<file path="config.mk">
export PLATFORM = sky130hd
export DESIGN_NAME = quad_wiper_spi_command_core
export DESIGN_NICKNAME = d
export VERILOG_FILES = /design/src/rtl/wiper_pkg.sv /design/src/rtl/frame_link_if.sv /design/src/rtl/nv_store_timer.sv /design/src/rtl/quad_wiper_spi_command_core.sv /design/src/rtl/spi_frame_receiver.sv
export SDC_FILE = /design/constraint.sdc
export NUM_CORES = 1
export LEC_CHECK = 0
export ABC_AREA = 1
export BUFFER_PORTS_ARGS = -buffer_cell sky130_fd_sc_hd__buf_2
export CORE_MARGIN = 2
export CORE_UTILIZATION = 40
export CTS_BUF_LIST = sky130_fd_sc_hd__clkbuf_4 sky130_fd_sc_hd__clkbuf_8
export CTS_CLUSTER_SIZE = 16
export DETAILED_ROUTE_END_ITERATION = 10
export GPL_TIMING_DRIVEN = 0
export HOLD_SLACK_MARGIN = 0.08
export SKIP_CTS_REPAIR_TIMING = 1
export SYNTH_ARGS = -nofsm -noshare
export SYNTH_HDL_FRONTEND = slang
export SYNTH_SLANG_ARGS = --single-unit
</file>
<file path="constraint.sdc">
create_clock -name clock -period 15 [get_ports clock]
set_clock_uncertainty 0.2 [all_clocks]
set_input_delay 3 -clock clock [delete_from_list [all_inputs] [get_ports clock]]
set_output_delay 3 -clock clock [all_outputs]
set_load 0.005 [all_outputs]
</file>
<file path="src/rtl/wiper_pkg.sv">
// wiper_pkg: constants, field layout, command codes and helpers
// shared by the quad wiper serial command core and its submodules.
package wiper_pkg;

  // sizes
  localparam int NUM_WIPERS = 4;
  localparam int SLOT_COUNT = 16;
  localparam int FRAME_BITS = 16;

  // frame field positions
  localparam int CMD_HI   = 15;
  localparam int CMD_LO   = 12;
  localparam int ADDR_HI  = 11;
  localparam int ADDR_LO  = 8;
  localparam int WADDR_HI = 9;
  localparam int WADDR_LO = 8;
  localparam int DATA_HI  = 7;
  localparam int DATA_LO  = 0;
  localparam int WDATA_HI = 5;
  localparam int HEAD_LO  = 8;

  // command bits that classify the adjust group
  localparam int ADJ_BIT  = 14;
  localparam int UP_BIT   = 15;
  localparam int STEP_BIT = 13;
  localparam int ALL_BIT  = 12;

  // wiper codes and factory values
  localparam logic [5:0] MIDSCALE   = 6'h20;
  localparam logic [5:0] WIPER_MAX  = 6'h3f;
  localparam logic [5:0] WIPER_MIN  = 6'h00;
  localparam logic [7:0] USER_RESET = 8'h00;

  // store timing: 25 ms at 250 MHz
  localparam int STORE_TIME_MS = 25;
  localparam int CLOCK_KHZ     = 250000;
  localparam int STORE_CYCLES  = STORE_TIME_MS * CLOCK_KHZ;

  typedef enum logic [3:0] {
    OP_NO_OPERATION = 4'h0,
    OP_RESTORE_ONE  = 4'h1,
    OP_STORE_WIPER  = 4'h2,
    OP_STORE_DATA   = 4'h3,
    OP_HALVE_ONE    = 4'h4,
    OP_HALVE_ALL    = 4'h5,
    OP_DEC_ONE      = 4'h6,
    OP_DEC_ALL      = 4'h7,
    OP_RELOAD_ALL   = 4'h8,
    OP_READ_SLOT    = 4'h9,
    OP_READ_WIPER   = 4'ha,
    OP_WRITE_WIPER  = 4'hb,
    OP_DOUBLE_ONE   = 4'hc,
    OP_DOUBLE_ALL   = 4'hd,
    OP_INC_ONE      = 4'he,
    OP_INC_ALL      = 4'hf
  } command_type;

  typedef enum logic [1:0] {
    NV_IDLE  = 2'b00,
    NV_STORE = 2'b01
  } nv_state_type;

  // saturating step or 6 dB shift of one wiper code
  function automatic logic [5:0] adjust_code(input logic       up,
                                             input logic       step,
                                             input logic [5:0] v);
    logic [5:0] r;
    r = v;
    if (step && up) begin
      r = (v == WIPER_MAX) ? v : v + 6'h01;
    end else if (step) begin
      r = (v == WIPER_MIN) ? v : v - 6'h01;
    end else if (up) begin
      r = v[5] ? WIPER_MAX : {v[4:0], 1'b0};
    end else begin
      r = {1'b0, v[5:1]};
    end
    return r;
  endfunction

endpackage

</file>
<file path="src/rtl/frame_link_if.sv">
// frame_link_if: received frames one way, lock and readback the other.
// assumes both ends run on the same clock.
`timescale 1ns/1ps
interface frame_link_if;
  logic [15:0] frame;
  logic        frame_valid;
  logic        repeat_cmd;
  logic        lock;
  logic        load;
  logic [15:0] load_data;
  modport rx   (output frame, frame_valid, repeat_cmd,
                input  lock, load, load_data);
  modport core (input  frame, frame_valid, repeat_cmd,
                output lock, load, load_data);
endinterface

</file>
<file path="src/rtl/nv_store_timer.sv">
// nv_store_timer: counts out one nonvolatile store interval.
// assumes start is a single-cycle request while idle.
`timescale 1ns/1ps
module nv_store_timer
  import wiper_pkg::*;
#(
  parameter int CYCLES = STORE_CYCLES
)(
  input  wire logic clock,
  input  wire logic rst,
  input  wire logic ce,
  input  wire logic start,
  output logic      busy,
  output logic      done
);
  localparam int W = $clog2(CYCLES + 1);

  logic [W-1:0] remaining;

  // load on start, count down to zero
  always_ff @(posedge clock or posedge rst) begin
    if (rst) begin
      remaining <= '0;
    end else if (ce) begin
      if (start && remaining == '0) begin
        remaining <= W'(CYCLES);
      end else if (remaining != '0) begin
        remaining <= remaining - W'(1);
      end
    end
  end

  assign busy = (remaining != '0);
  assign done = (remaining == W'(1)); // last cycle of the interval
endmodule

</file>
<file path="src/rtl/quad_wiper_spi_command_core.sv">
// quad_wiper_spi_command_core: decodes serial frames into wiper, memory
// and readback operations of a quad 64-position potentiometer.
// assumes pins come from outside the clock domain; ce freezes all state.
//
// Summary of operation
// a store lasts 25 ms and locks the input shift register meanwhile
// a finished store pulses the open-drain done flag low
// commands 0-3 and 8-11 decode to nop, restore, stores, reloads, reads, write
// 4/12 halve/double one wiper, 5/13 all; 6/14, 7/15 step down/up
// command picks operation, address picks register, data is loaded
// wiper code zero sits at the B end; wiper rewrites are unlimited
// frame b010 loads 10 into wiper zero
// output shifts the previous frame while a new one shifts in
// at power-on wipers load from slots; slots start at midscale
// commands 1 and 8 refresh wipers from their slots
// preset low forces midscale; its rising edge reloads from slots
// protect low refuses wiper changes except restores and preset
// host sends a no-operation frame before releasing protect
// host sends 16-bit frames msb first, chip select held low
// frames execute only when chip select returns high
// wiper writes use only the six low data bits
// bit count must be a multiple of sixteen to latch
// a count not a multiple of four resets the counter
// a bare chip-select pulse repeats the last command, not at power-up
// serial output is released while chip select is high
// serial port is a mode 0 or mode 3 slave
// wiper frame: command, two zeros, address, two spare, six data bits
// addresses 0 to 3 select the four wipers
// factory midscale code is 20 hex
// steps and shifts saturate at the ends, never wrap
// the done flag is released except for the completion pulse
`timescale 1ns/1ps
module quad_wiper_spi_command_core
  import wiper_pkg::*;
#(
  parameter int STORE_CYCLES_P = STORE_CYCLES
)(
  input  wire logic             clock,
  input  wire logic             rst,
  input  wire logic             ce,
  input  wire logic             sclk,
  input  wire logic             sdi,
  input  wire logic             cs_n,
  input  wire logic             sdo_in,
  output logic                  sdo_out,
  output logic                  sdo_oe,
  input  wire logic             rdy_in,
  output logic                  rdy_out,
  output logic                  rdy_oe,
  input  wire logic             preset_input_n,
  input  wire logic             protect_n,
  output logic [3:0][5:0]       wiper_register,
  output logic                  nv_busy
);
  frame_link_if link ();

  logic [7:0]   nonvolatile_slot [SLOT_COUNT];
  logic         preset_meta, preset_sync, preset_last;
  logic         protect_meta, protect_sync;
  logic         power_up;
  logic [15:0]  last_frame;
  logic         last_valid;
  nv_state_type state;
  logic [3:0]   pend_addr;
  logic [7:0]   pend_data;
  logic         timer_done, timer_busy;
  logic [15:0]  cmd_word;
  command_type  cmd;
  logic         exec, preset_rise, normal, go_store, unused_pins;
  logic [1:0]   wa;
  logic [3:0]   sa;

  spi_frame_receiver receiver (
    .clock   (clock),
    .rst     (rst),
    .ce      (ce),
    .sclk    (sclk),
    .sdi     (sdi),
    .cs_n    (cs_n),
    .sdo_out (sdo_out),
    .sdo_oe  (sdo_oe),
    .link    (link.rx)
  );

  nv_store_timer #(.CYCLES(STORE_CYCLES_P)) timer (
    .clock (clock),
    .rst   (rst),
    .ce    (ce),
    .start (go_store),
    .busy  (timer_busy),
    .done  (timer_done)
  );

  // pin inputs through two flops
  always_ff @(posedge clock or posedge rst) begin
    if (rst) begin
      preset_meta  <= 1'b1;
      preset_sync  <= 1'b1;
      preset_last  <= 1'b1;
      protect_meta <= 1'b1;
      protect_sync <= 1'b1;
    end else if (ce) begin
      preset_meta  <= preset_input_n;
      preset_sync  <= preset_meta;
      preset_last  <= preset_sync;
      protect_meta <= protect_n;
      protect_sync <= protect_meta;
    end
  end

  assign preset_rise = preset_sync & ~preset_last;
  assign normal      = preset_sync & ~preset_rise & ~power_up;
  assign unused_pins = sdo_in ^ rdy_in ^ timer_busy;

  // current command: fresh frame or a repeat of the last one
  assign exec     = link.frame_valid | (link.repeat_cmd & last_valid);
  assign cmd_word = link.frame_valid ? link.frame : last_frame;
  assign cmd      = command_type'(cmd_word[CMD_HI:CMD_LO]);
  assign wa       = cmd_word[WADDR_HI:WADDR_LO];
  assign sa       = cmd_word[ADDR_HI:ADDR_LO];

  // remember the last frame; none exists after power-up
  always_ff @(posedge clock or posedge rst) begin
    if (rst) begin
      last_frame <= '0;
      last_valid <= 1'b0;
    end else if (ce && link.frame_valid) begin
      last_frame <= link.frame;
      last_valid <= 1'b1;
    end
  end

  // power-on refresh pending for the first enabled cycle
  always_ff @(posedge clock or posedge rst) begin
    if (rst) begin
      power_up <= 1'b1;
    end else if (ce) begin
      power_up <= 1'b0;
    end
  end

  // wiper registers: preset, refresh, write and adjust
  always_ff @(posedge clock or posedge rst) begin
    if (rst) begin
      for (int i = 0; i < NUM_WIPERS; i++) begin
        wiper_register[i] <= MIDSCALE;
      end
    end else if (ce) begin
      if (!preset_sync) begin
        for (int i = 0; i < NUM_WIPERS; i++) begin
          wiper_register[i] <= MIDSCALE;
        end
      end else if (power_up || preset_rise) begin
        for (int i = 0; i < NUM_WIPERS; i++) begin
          wiper_register[i] <= nonvolatile_slot[i][WDATA_HI:DATA_LO];
        end
      end else if (exec) begin
        case (cmd)
          OP_RESTORE_ONE: begin
            wiper_register[wa] <= nonvolatile_slot[wa][WDATA_HI:DATA_LO];
          end
          OP_RELOAD_ALL: begin
            for (int i = 0; i < NUM_WIPERS; i++) begin
              wiper_register[i] <= nonvolatile_slot[i][WDATA_HI:DATA_LO];
            end
          end
          OP_WRITE_WIPER: begin
            if (protect_sync) begin
              wiper_register[wa] <= cmd_word[WDATA_HI:DATA_LO];
            end
          end
          default: begin
            if (cmd_word[ADJ_BIT] && protect_sync) begin
              for (int i = 0; i < NUM_WIPERS; i++) begin
                if (cmd_word[ALL_BIT] || wa == 2'(i)) begin
                  wiper_register[i] <= adjust_code(cmd_word[UP_BIT],
                                                   cmd_word[STEP_BIT],
                                                   wiper_register[i]);
                end
              end
            end
          end
        endcase
      end
    end
  end

  // store start: wiper or user byte, refused while protected or busy
  assign go_store = exec && protect_sync && (state == NV_IDLE) &&
                    (cmd == OP_STORE_WIPER || cmd == OP_STORE_DATA);

  // store sequencer
  always_ff @(posedge clock or posedge rst) begin
    if (rst) begin
      state     <= NV_IDLE;
      pend_addr <= '0;
      pend_data <= '0;
    end else if (ce) begin
      case (state)
        NV_IDLE: begin
          if (go_store) begin
            state <= NV_STORE;
            if (cmd == OP_STORE_WIPER) begin
              pend_addr <= {2'b00, wa};
              pend_data <= {2'b00, wiper_register[wa]};
            end else begin
              pend_addr <= sa;
              pend_data <= cmd_word[DATA_HI:DATA_LO];
            end
          end
        end
        NV_STORE: begin
          if (timer_done) begin
            state <= NV_IDLE;
          end
        end
        default: begin
          state <= NV_IDLE;
        end
      endcase
    end
  end

  // nonvolatile slots, written at the end of the store interval
  always_ff @(posedge clock or posedge rst) begin
    if (rst) begin
      for (int i = 0; i < SLOT_COUNT; i++) begin
        nonvolatile_slot[i] <= (i < NUM_WIPERS) ? {2'b00, MIDSCALE} : USER_RESET;
      end
    end else if (ce && state == NV_STORE && timer_done) begin
      nonvolatile_slot[pend_addr] <= pend_data;
    end
  end

  // done flag: one-cycle low pulse after a finished store
  always_ff @(posedge clock or posedge rst) begin
    if (rst) begin
      rdy_oe <= 1'b0;
    end else if (ce) begin
      rdy_oe <= (state == NV_STORE) && timer_done;
    end
  end

  assign rdy_out = 1'b0;
  assign nv_busy = (state == NV_STORE);

  // lock the shifter and load readback data
  assign link.lock = nv_busy;
  assign link.load = exec && (cmd == OP_READ_SLOT || cmd == OP_READ_WIPER);
  assign link.load_data = (cmd == OP_READ_SLOT) ?
      {cmd_word[CMD_HI:HEAD_LO], nonvolatile_slot[sa]} :
      {cmd_word[CMD_HI:HEAD_LO], 2'b00, wiper_register[wa]};
endmodule

</file>
<file path="src/rtl/spi_frame_receiver.sv">
// spi_frame_receiver: samples the serial pins on the system clock,
// shifts frames in, the previous frame out, and reports chip-select release.
// assumes sclk is far slower than clock (mode 0 or mode 3).
`timescale 1ns/1ps
module spi_frame_receiver
  import wiper_pkg::*;
(
  input  wire logic clock,
  input  wire logic rst,
  input  wire logic ce,
  input  wire logic sclk,
  input  wire logic sdi,
  input  wire logic cs_n,
  output logic      sdo_out,
  output logic      sdo_oe,
  frame_link_if.rx  link
);
  logic        sclk_meta, sclk_sync, sclk_last;
  logic        cs_meta, cs_sync, cs_last;
  logic        sdi_meta, sdi_sync;
  logic [15:0] shift;
  logic [3:0]  bit_count;
  logic        seen;
  logic        out_bit;
  logic        rise, fall, cs_rise, cs_fall, active;

  // two-flop synchronisers plus edge history
  always_ff @(posedge clock or posedge rst) begin
    if (rst) begin
      sclk_meta <= 1'b0;
      sclk_sync <= 1'b0;
      sclk_last <= 1'b0;
      cs_meta   <= 1'b1;
      cs_sync   <= 1'b1;
      cs_last   <= 1'b1;
      sdi_meta  <= 1'b0;
      sdi_sync  <= 1'b0;
    end else if (ce) begin
      sclk_meta <= sclk;
      sclk_sync <= sclk_meta;
      sclk_last <= sclk_sync;
      cs_meta   <= cs_n;
      cs_sync   <= cs_meta;
      cs_last   <= cs_sync;
      sdi_meta  <= sdi;
      sdi_sync  <= sdi_meta;
    end
  end

  assign rise    = sclk_sync & ~sclk_last;
  assign fall    = ~sclk_sync & sclk_last;
  assign cs_rise = cs_sync & ~cs_last;
  assign cs_fall = ~cs_sync & cs_last;
  assign active  = ~cs_sync & ~link.lock;

  // msb-first shift on the sampling edge of both modes
  always_ff @(posedge clock or posedge rst) begin
    if (rst) begin
      shift <= '0;
    end else if (ce) begin
      if (link.load) begin
        shift <= link.load_data;
      end else if (active && rise) begin
        shift <= {shift[14:0], sdi_sync};
      end
    end
  end

  // bit counter, cleared at every chip-select edge
  always_ff @(posedge clock or posedge rst) begin
    if (rst) begin
      bit_count <= '0;
      seen      <= 1'b0;
    end else if (ce) begin
      if (cs_fall || cs_rise) begin
        bit_count <= '0;
        seen      <= 1'b0;
      end else if (active && rise) begin
        bit_count <= bit_count + 4'h1;
        seen      <= 1'b1;
      end
    end
  end

  // frame release only on chip-select rise with a whole count
  always_ff @(posedge clock or posedge rst) begin
    if (rst) begin
      link.frame       <= '0;
      link.frame_valid <= 1'b0;
      link.repeat_cmd  <= 1'b0;
    end else if (ce) begin
      link.frame_valid <= cs_rise & ~link.lock & seen & (bit_count == '0);
      link.repeat_cmd  <= cs_rise & ~link.lock & ~seen;
      if (cs_rise) begin
        link.frame <= shift;
      end
    end
  end

  // output bit follows the shift msb on the launching edge
  always_ff @(posedge clock or posedge rst) begin
    if (rst) begin
      out_bit <= 1'b1;
    end else if (ce) begin
      if (cs_fall || fall) begin
        out_bit <= shift[15];
      end
    end
  end

  assign sdo_out = 1'b0;
  assign sdo_oe  = ~cs_sync & ~out_bit;
endmodule

</file>
-- After elaboration in Yosys (flattened, before gate mapping)
Index checks and enable logic that the tools add are counted.
- bitwise logic cells: 24
- reduce and logical (&&, ||, !) cells: 46
- order comparisons: 6
- equal/unequal tests: 33
- multiplexer cells: 64
- add/sub/neg operators: 10
- operators with widths (cell ; number):
    $mux 6 ; 32
    $bwmux 128 ; 1
    $mux 24 ; 5
    $pmux 24 s3 ; 1
    $bwmux 24 ; 2
    $mux 16 ; 3
    $mux 23 ; 2
    $mux 8 ; 5
    $bmux 8 s4 ; 1
    $demux 8 s4 ; 1
    $ne 8x5->1 const B ; 4
    $ne 6x1->1 const B ; 5
    $ne 7x4->1 const B ; 4
    $reduce_and 7->1 ; 4
    $add 6x1->6 const B ; 4
    $bmux 8 s3 ; 1
    $eq 6x6->1 const B ; 4
    $logic_not 6->1 ; 4
    $sub 6x1->6 const B ; 4
    $eq 23x1->1 const B ; 1
    $logic_not 23->1 ; 1
    $reduce_bool 23->1 ; 1
    $sub 23x1->23 const B ; 1
    $eq 4x4->1 const B ; 4
    32 further kinds ; 88
- register bits after elaboration: 261
- logic and storage cells: 231
- bits of input ports: 10

-- Logic depth before layout (Yosys ltp)
Gate-level depths: netlist of the first run.
- depth in word-level cells: 11
- depth in mapped cells: 15
- mapped depth without buffers: 14

-- By module
Synthesis of the first run repeated with hierarchy kept, for this count alone.
- cell total of the unflattened synthesis: 2202
- area total of the unflattened synthesis: 15695.1 µm²
- modules (own cells, without submodules) (module ; area each (µm²) ; instances ; sequential area each (µm²) ; cells an instance):
    quad_wiper_spi_command_core ; 11852.6 ; 1 ; 4747.1 ; 1694
    spi_frame_receiver ; 2233.4 ; 1 ; 1206.2 ; 271
    nv_store_timer ; 1609.0 ; 1 ; 575.6 ; 237

-- Worst setup path before layout of the first run
No wires, ideal clock.
- kind: input to register
- start: input ce
- end: register nonvolatile_slot[12] in the netlist's numbering
- data required time: 14.667 ns
- path buffers: 2
- arrival time: 4.001 ns
- slack: 10.666 ns
- cell stages on the path: 7
- cell sequence: nand2_1 -> nor3b_2 -> buf_6 -> nand2_4 -> buf_6 -> nand2_1 -> o21ai_0
- word-level cells in the longest chain between the ends: 2
- ends and longest elaborated chain (item ; line ; source):
    start, declared ; quad_wiper_spi_command_core.sv:40 ; input wire logic ce,
    $logic_and 1x1->1 (2 in series) ; quad_wiper_spi_command_core.sv:230 ; end else if (ce && state == NV_STORE && timer_done) begin
    end signal, assigned by index ; quad_wiper_spi_command_core.sv:228 ; nonvolatile_slot[i] <= (i < NUM_WIPERS) ? {2'b00, MIDSCALE} : USER_RESET;
    end signal, assigned by index ; quad_wiper_spi_command_core.sv:231 ; nonvolatile_slot[pend_addr] <= pend_data;
    end, declared ; quad_wiper_spi_command_core.sv:57 ; logic [7:0] nonvolatile_slot [SLOT_COUNT];
Every way passes these cells.
A chain may end at the register's enable or synchronous reset.

-- Final worst setup path of the first run
- start: register wiper_register[15] in the netlist's numbering
- end: output wiper_register[15] in the netlist's numbering
- RTL lines (item ; line ; source):
    start, declared ; quad_wiper_spi_command_core.sv:52 ; output logic [3:0][5:0] wiper_register,
    start signal, assigned by index ; quad_wiper_spi_command_core.sv:155 ; wiper_register[i] <= nonvolatile_slot[i][WDATA_HI:DATA_LO];
    start signal, assigned by index ; quad_wiper_spi_command_core.sv:160 ; wiper_register[wa] <= nonvolatile_slot[wa][WDATA_HI:DATA_LO];
    start signal, assigned by index ; quad_wiper_spi_command_core.sv:164 ; wiper_register[i] <= nonvolatile_slot[i][WDATA_HI:DATA_LO];
No word-level cell between the ends.

==> results of run 1 <==
## worst max-delay path by stage
stage                       startpoint                     end  slack [ns]  depth (start not counted)
CTS                 wiper_register[15]      wiper_register[15]       10.32                          1
floorplan                          rst           last_frame[0]        4.67                          1
detailed placement                  ce  receiver.link.frame[6]        9.69                          6
global route                        ce  receiver.link.frame[6]       10.08                          6
finish              wiper_register[15]      wiper_register[15]       10.34                          1
global placement                   rst       wiper_register[6]        1.44                          2
## final cells by class
cell class	instances	area [µm²]
clock buffers	77	953
well taps	518	648
repair buffers	36	225
fillers	4031	21000
multi-input cells	1704	7740
flip-flops and latches	260	6530
clock inverters	11	61.3
plain buffers	109	559
inverters	172	653
## routing by layer
metal | up-vias | track usage, % | share of wire [%]
met5 | - | 0 | 0
met2 | 566 | 43.7 | 46
li1 | 7419 | - | -
met3 | 141 | 3.77 | 5.9
met1 | 7290 | 37.1 | 44
met4 | 0 | 11.9 | 4.4
## power groups by stage
stage	sequential [µW]	clock [µW]	combinational, µW
2_1_floorplan	932	0	950
3_3_place_gp	966	0	1410
3_5_place_dp	969	0	1410
4_1_cts	958	734	1420
5_1_grt	979	765	1600
6_report	961	719	1450
## registers in the layout (all words and copies together), names as in the netlist, 4 cells and up
register / count
nonvolatile_slot: 128
receiver.link.frame: 16
last_frame: 16
timer.remaining: 23
receiver.bit_count: 4
wiper_register: 24
pend_data: 8
receiver.shift: 16
pend_addr: 4
## stage by stage
stage | power, µW | cells | hold slack (ns) | util, %
after floorplan | 1880 | 2245 | 0.219 | -
after global placement | 2370 | 2797 | 0.228 | 42.5
after detailed placement | 2380 | 2799 | 0.234 | 42.6
after CTS | 3110 | 2887 | 0.244 | 45.3
after global routing | 3340 | 2887 | 0.263 | 45.3
final | 3130 | 2887 | 0.243 | 45.3
## synth_stat cells, types with 7 or more instances
| master | n |
|---|---|
| nand2_1 | 789 |
| o21ai_0 | 257 |
| dfrtp_1 | 242 |
| nor2_1 | 229 |
| nand3_1 | 197 |
| inv_1 | 162 |
| a21oi_1 | 63 |
| clkbuf_1 | 62 |
| nand4_1 | 27 |
| buf_2 | 24 |
| xor2_1 | 22 |
| dfstp_2 | 18 |
| ha_1 | 18 |
| o211ai_1 | 13 |
| buf_6 | 11 |
| o21ai_1 | 11 |
| buf_4 | 10 |
| nand2_4 | 10 |
| o22ai_1 | 10 |
| nor3_1 | 7 |
## logic make-up after synthesis
kind of cell | share of synthesized area (%)
AOI/OAI and AO/OA | 12.6
xor gates and xnor gates | 1.47
adders and majority gates | 1.46
buffers and inverters | 7.79
DFF | 42.2
muxes | 0.0728
other | 0.0242
and+or+nand+nor | 34.4
==> run metrics, run 1 <==
dominant synthesized flop cell=dfrtp_1; ranking of synthesized cells by area=dfrtp_1, nand2_1, o21ai_0; Gate power share=46.3%; ANT nets after route=0; share of layout cells above drive strength 1=9.54%; Clock transition at path regs=0.06 ns; setup_tns=0 ns; WL per Instance=19.0 µm; Final period util=31.1%; final instance area=0.0174 mm²; clock tree buffer depth=3; vias in the first global route=14600; Nets=2358; worst-path cell chain=buf_2; Row Count=72; placed standard-cell area=0.0164 mm²; Async S/R FF share, synth=100%; Crit Reg-Reg Endpoint=timer.remaining[11]; endpoint class of the critical path=primary output; status=complete, no violations; chip width=201 µm; Vias=15400; CTS tree=yes; DR iter-0 viols=1476; Final Hold Violating Endpoints=0; max cap viols=0; Mapped Cells=2244; critical path's top delay family=flip-flops; RR Startpoint=receiver.link.frame_valid; post-layout min period=4.66 ns; CP max FO=8; Hold Path Class=reg2reg; GR Util All Layers=27.3%; Antenna Cells=0; Synth-to-Final Area Change=12.3%; switching share of power=47.2%; post-synth top area cell=dfrtp_1; maximum vdd ir drop=0.0627 mV; Slew HR=15.0%; CTS Buf Count=47; vias per cell=5.34; port bufs=34; sequential fraction of the synthesis area=42.2%; Pwr Density=180 mW/mm²; CTS Sinks=260; Crit-path slowest cell=dfrtp_1; Initial Utilization=40.3%; RSZ-0062 raised after global routing=false; most frequent cells in the layout=nand2_1, o21ai_0, dfrtp_1; WS Path Type=reg2out; drt pass-1 iters=5; R2R cell count=11; buffers plus inverters on the worst setup path=1; sequential power share=30.7%; Root Buffer=clkbuf_8; clock group share of total power=23.0%; min-delay src=power_up; Overflow after GRT=0; Setup violations, final=0; antenna violations before repair=0; DP Worst Slack=9.69 ns; internal power=1650 µW; Unique masters post-synth=42; critical path arrival=1.46 ns; RD Place Congestion=0.982; critical path launch point type=flip-flop; largest net degree at the start of global routing=91; Reg2Reg Setup Slack=11.80 ns; drt total wl=54700 µm; fmax=0.214 GHz; Avg Cell Area, Syn=6.90 µm²; area of the mapped netlist=0.0155 mm²; placed wire-length estimate=40000 µm; post-synth top area share=39.1%; first-pass GRT wire length=85700 µm; worst hold path endpoint=power_up; YS warnings=0; max-slew violation count=0; Synth Register Bits=260; worst hold path depth=2; die area=0.0403 mm²; Core ar.=0.0384 mm²; Max stage delay on crit path=0.63 ns; Top Ports=39; Pleak=0.00862 µW; # H-tree levels=2; Worst EP required=11.80 ns; commonest non-fill, non-tap cell in the layout=nand2_1; DRC violations left=0; EDFF count, synth=0; die height=201 µm; worst-margin pin slew=1.26 ns; net switching power=1480 µW; worst setup margin=10.34 ns; clk_lat worst skew=0.62 ns
Power figures use the tool's default switching activity.
==> run 2: changes to the inputs <==
==> constraint.sdc (replaced) <==
create_clock -name clock -period 3.8 [get_ports clock]
set_clock_uncertainty 0.2 [all_clocks]
set_input_delay 0.76 -clock clock [delete_from_list [all_inputs] [get_ports clock]]
set_output_delay 0.76 -clock clock [all_outputs]
set_load 0.005 [all_outputs]
==> run metrics, run 2 (synthesis gave the netlist of run 1 again) <==
WS Path Type=reg2reg; ANT nets after route=0 (unchanged); Hold WS=0.139 ns (-0.104 ns); Nets=2364 (+0.25%); first-pass GRT wire length=85900 µm (+0.33%); Overflow after GRT=0 (unchanged); Hold Path Class=in2reg; GR Util All Layers=27.5% (+0.23 points); largest net degree at the start of global routing=41 (-55%); commonest non-fill, non-tap cell in the layout=nand2_1; fmax=0.314 GHz; maximum vdd ir drop=0.225 mV (+260%); max FFs per register=128 (unchanged); critical path launch point type=flip-flop; share of layout cells above drive strength 1=9.69% (+0.15 points); Row Count=72 (unchanged); most frequent cells in the layout=nand2_1, o21ai_0, dfrtp_1; post-layout util=45.5% (+0.23 points); die area=0.0403 mm² (unchanged); Antenna Cells=0 (unchanged); drt pass-1 iters=7 (+2); setup_tns=0 ns (unchanged); Pleak=0.00864 µW (+0.25%); CTS Buf Count=47 (unchanged); Reg area=0.00653 mm² (unchanged); Clock transition at path regs=0.06 ns (about the same); die height=201 µm (unchanged); drt total wl=55300 µm (+0.99%); Vias=15500 (+0.52%); multi-input logic area=0.00774 mm² (unchanged); CTS tree=yes; RD Place Congestion=0.954 (-2.8%); chip width=201 µm (unchanged); vias per cell=5.36 (+0.35%); Final Hold Violating Endpoints=0 (unchanged); Top reg by flops=nonvolatile_slot; Fill cells=4032 (+0.025%); post-layout min period=3.18 ns; Pwr Total=12400 µW (+300%); # placed instances=2804 (+0.18%); Pwr Density=708 mW/mm² (+290%); worst-margin pin slew=1.19 ns (-0.0692 ns); Final period util=83.8%; Top Ports=39 (unchanged); Synth-to-Final Area Change=12.9%; Worst EP required=4.10 ns (-7.70 ns); WL per Instance=19.1 µm (+0.81%); Core ar.=0.0384 mm² (unchanged); DRC violations left=0 (unchanged); clock tree buffer depth=3 (unchanged); status=complete, no violations; max cap viols=0 (unchanged); endpoint class of the critical path=flip-flop; clk_lat worst skew=0.62 ns (about the same); CP max FO=10 (+2); final non-filler cell total=2892 (+0.17%); Setup violations, final=0 (unchanged); vias in the first global route=14600 (+0.21%); Largest regs=nonvolatile_slot x128, wiper_register x24, timer.remaining x23; # H-tree levels=2 (unchanged); Root Buffer=clkbuf_8; RSZ-0062 raised after global routing=false; antenna violations before repair=0 (unchanged); port bufs=34 (unchanged); placed wire-length estimate=40600 µm (+1.6%); Initial Utilization=40.3% (unchanged); Slew HR=19.7% (+4.7 points); CTS Sinks=260 (unchanged); critical path arrival=3.48 ns (+2.02 ns); DR iter-0 viols=1436 (-2.7%); max-slew violation count=0 (unchanged)
## run 2: cell types whose count changed in the layout (fill, tap and decap cells not counted)
cell,change
buf_16,-2
clkbuf_4,-2
dlygate4sd3_1,+1
clkinvlp_4,+4
inv_8,-2
clkinv_2,-3
inv_6,+2
buf_12,+7
## run 2: layer usage
metal,vias up,track usage (%),wire length [µm]
li1,7431,-,-
met1,7376,37.2,24300
met2,549,44.1,25300
met3,140,3.57,3200
met4,0,12.9,2440
met5,-,0,0
## run 2: metrics by stage
step | instance area [µm²] | setup slack (ns)
floorplan | 15500 | -0.573
global placement | 16300 | -2.30
detailed placement | 16400 | 0.645
CTS | 17500 | 0.611
global route | 17500 | 0.402
finish | 17500 | 0.616
## run 2: cell type report
class                           count  area share [%]
Multi-Input combinational cell   1704            44.3
Sequential cell                   260            37.4
Clock buffer                       75            5.37
Inverter                          172            3.72
Tap cell                          518            3.71
Buffer                            109            3.20
Timing Repair Buffer               42            1.83
Clock inverter                     12           0.430
## run 2: power by group
| part | total, µW | internal, µW | switching [µW] | leakage (µW) |
|---|---|---|---|---|
| registers | 3800 | 3300 | 501 | 0.00340 |
| clock network | 2830 | 1580 | 1260 | 0.000537 |
| logic | 5740 | 1630 | 4100 | 0.00471 |
## run 2: final timing paths
check	end	depth (start not counted)	from	slack [ns]
max	timer.remaining[12]	13	receiver.link.frame_valid	0.62
min	protect_meta	3	protect_n	0.14
max reg2reg	timer.remaining[12]	13	receiver.link.frame_valid	0.62
min reg2reg	power_up	2	power_up	0.24
max in group asynchronous	wiper_register[23]	6	rst	1.80
min in group asynchronous	nonvolatile_slot[41]	3	rst	0.50
## run 2: critical path, cell delays in order, from the launching register on
cell     delay, ns
dfrtp_1       0.40
inv_2         0.13
nand2_1       0.07
nand2_1       0.13
nand2_1       0.29
inv_2         0.33
nand4_1       0.35
nor2_4        0.41
nor2_2        0.16
inv_2         0.09
buf_4         0.18
nand2_1       0.09
o21ai_1       0.13
nand2_1       0.07
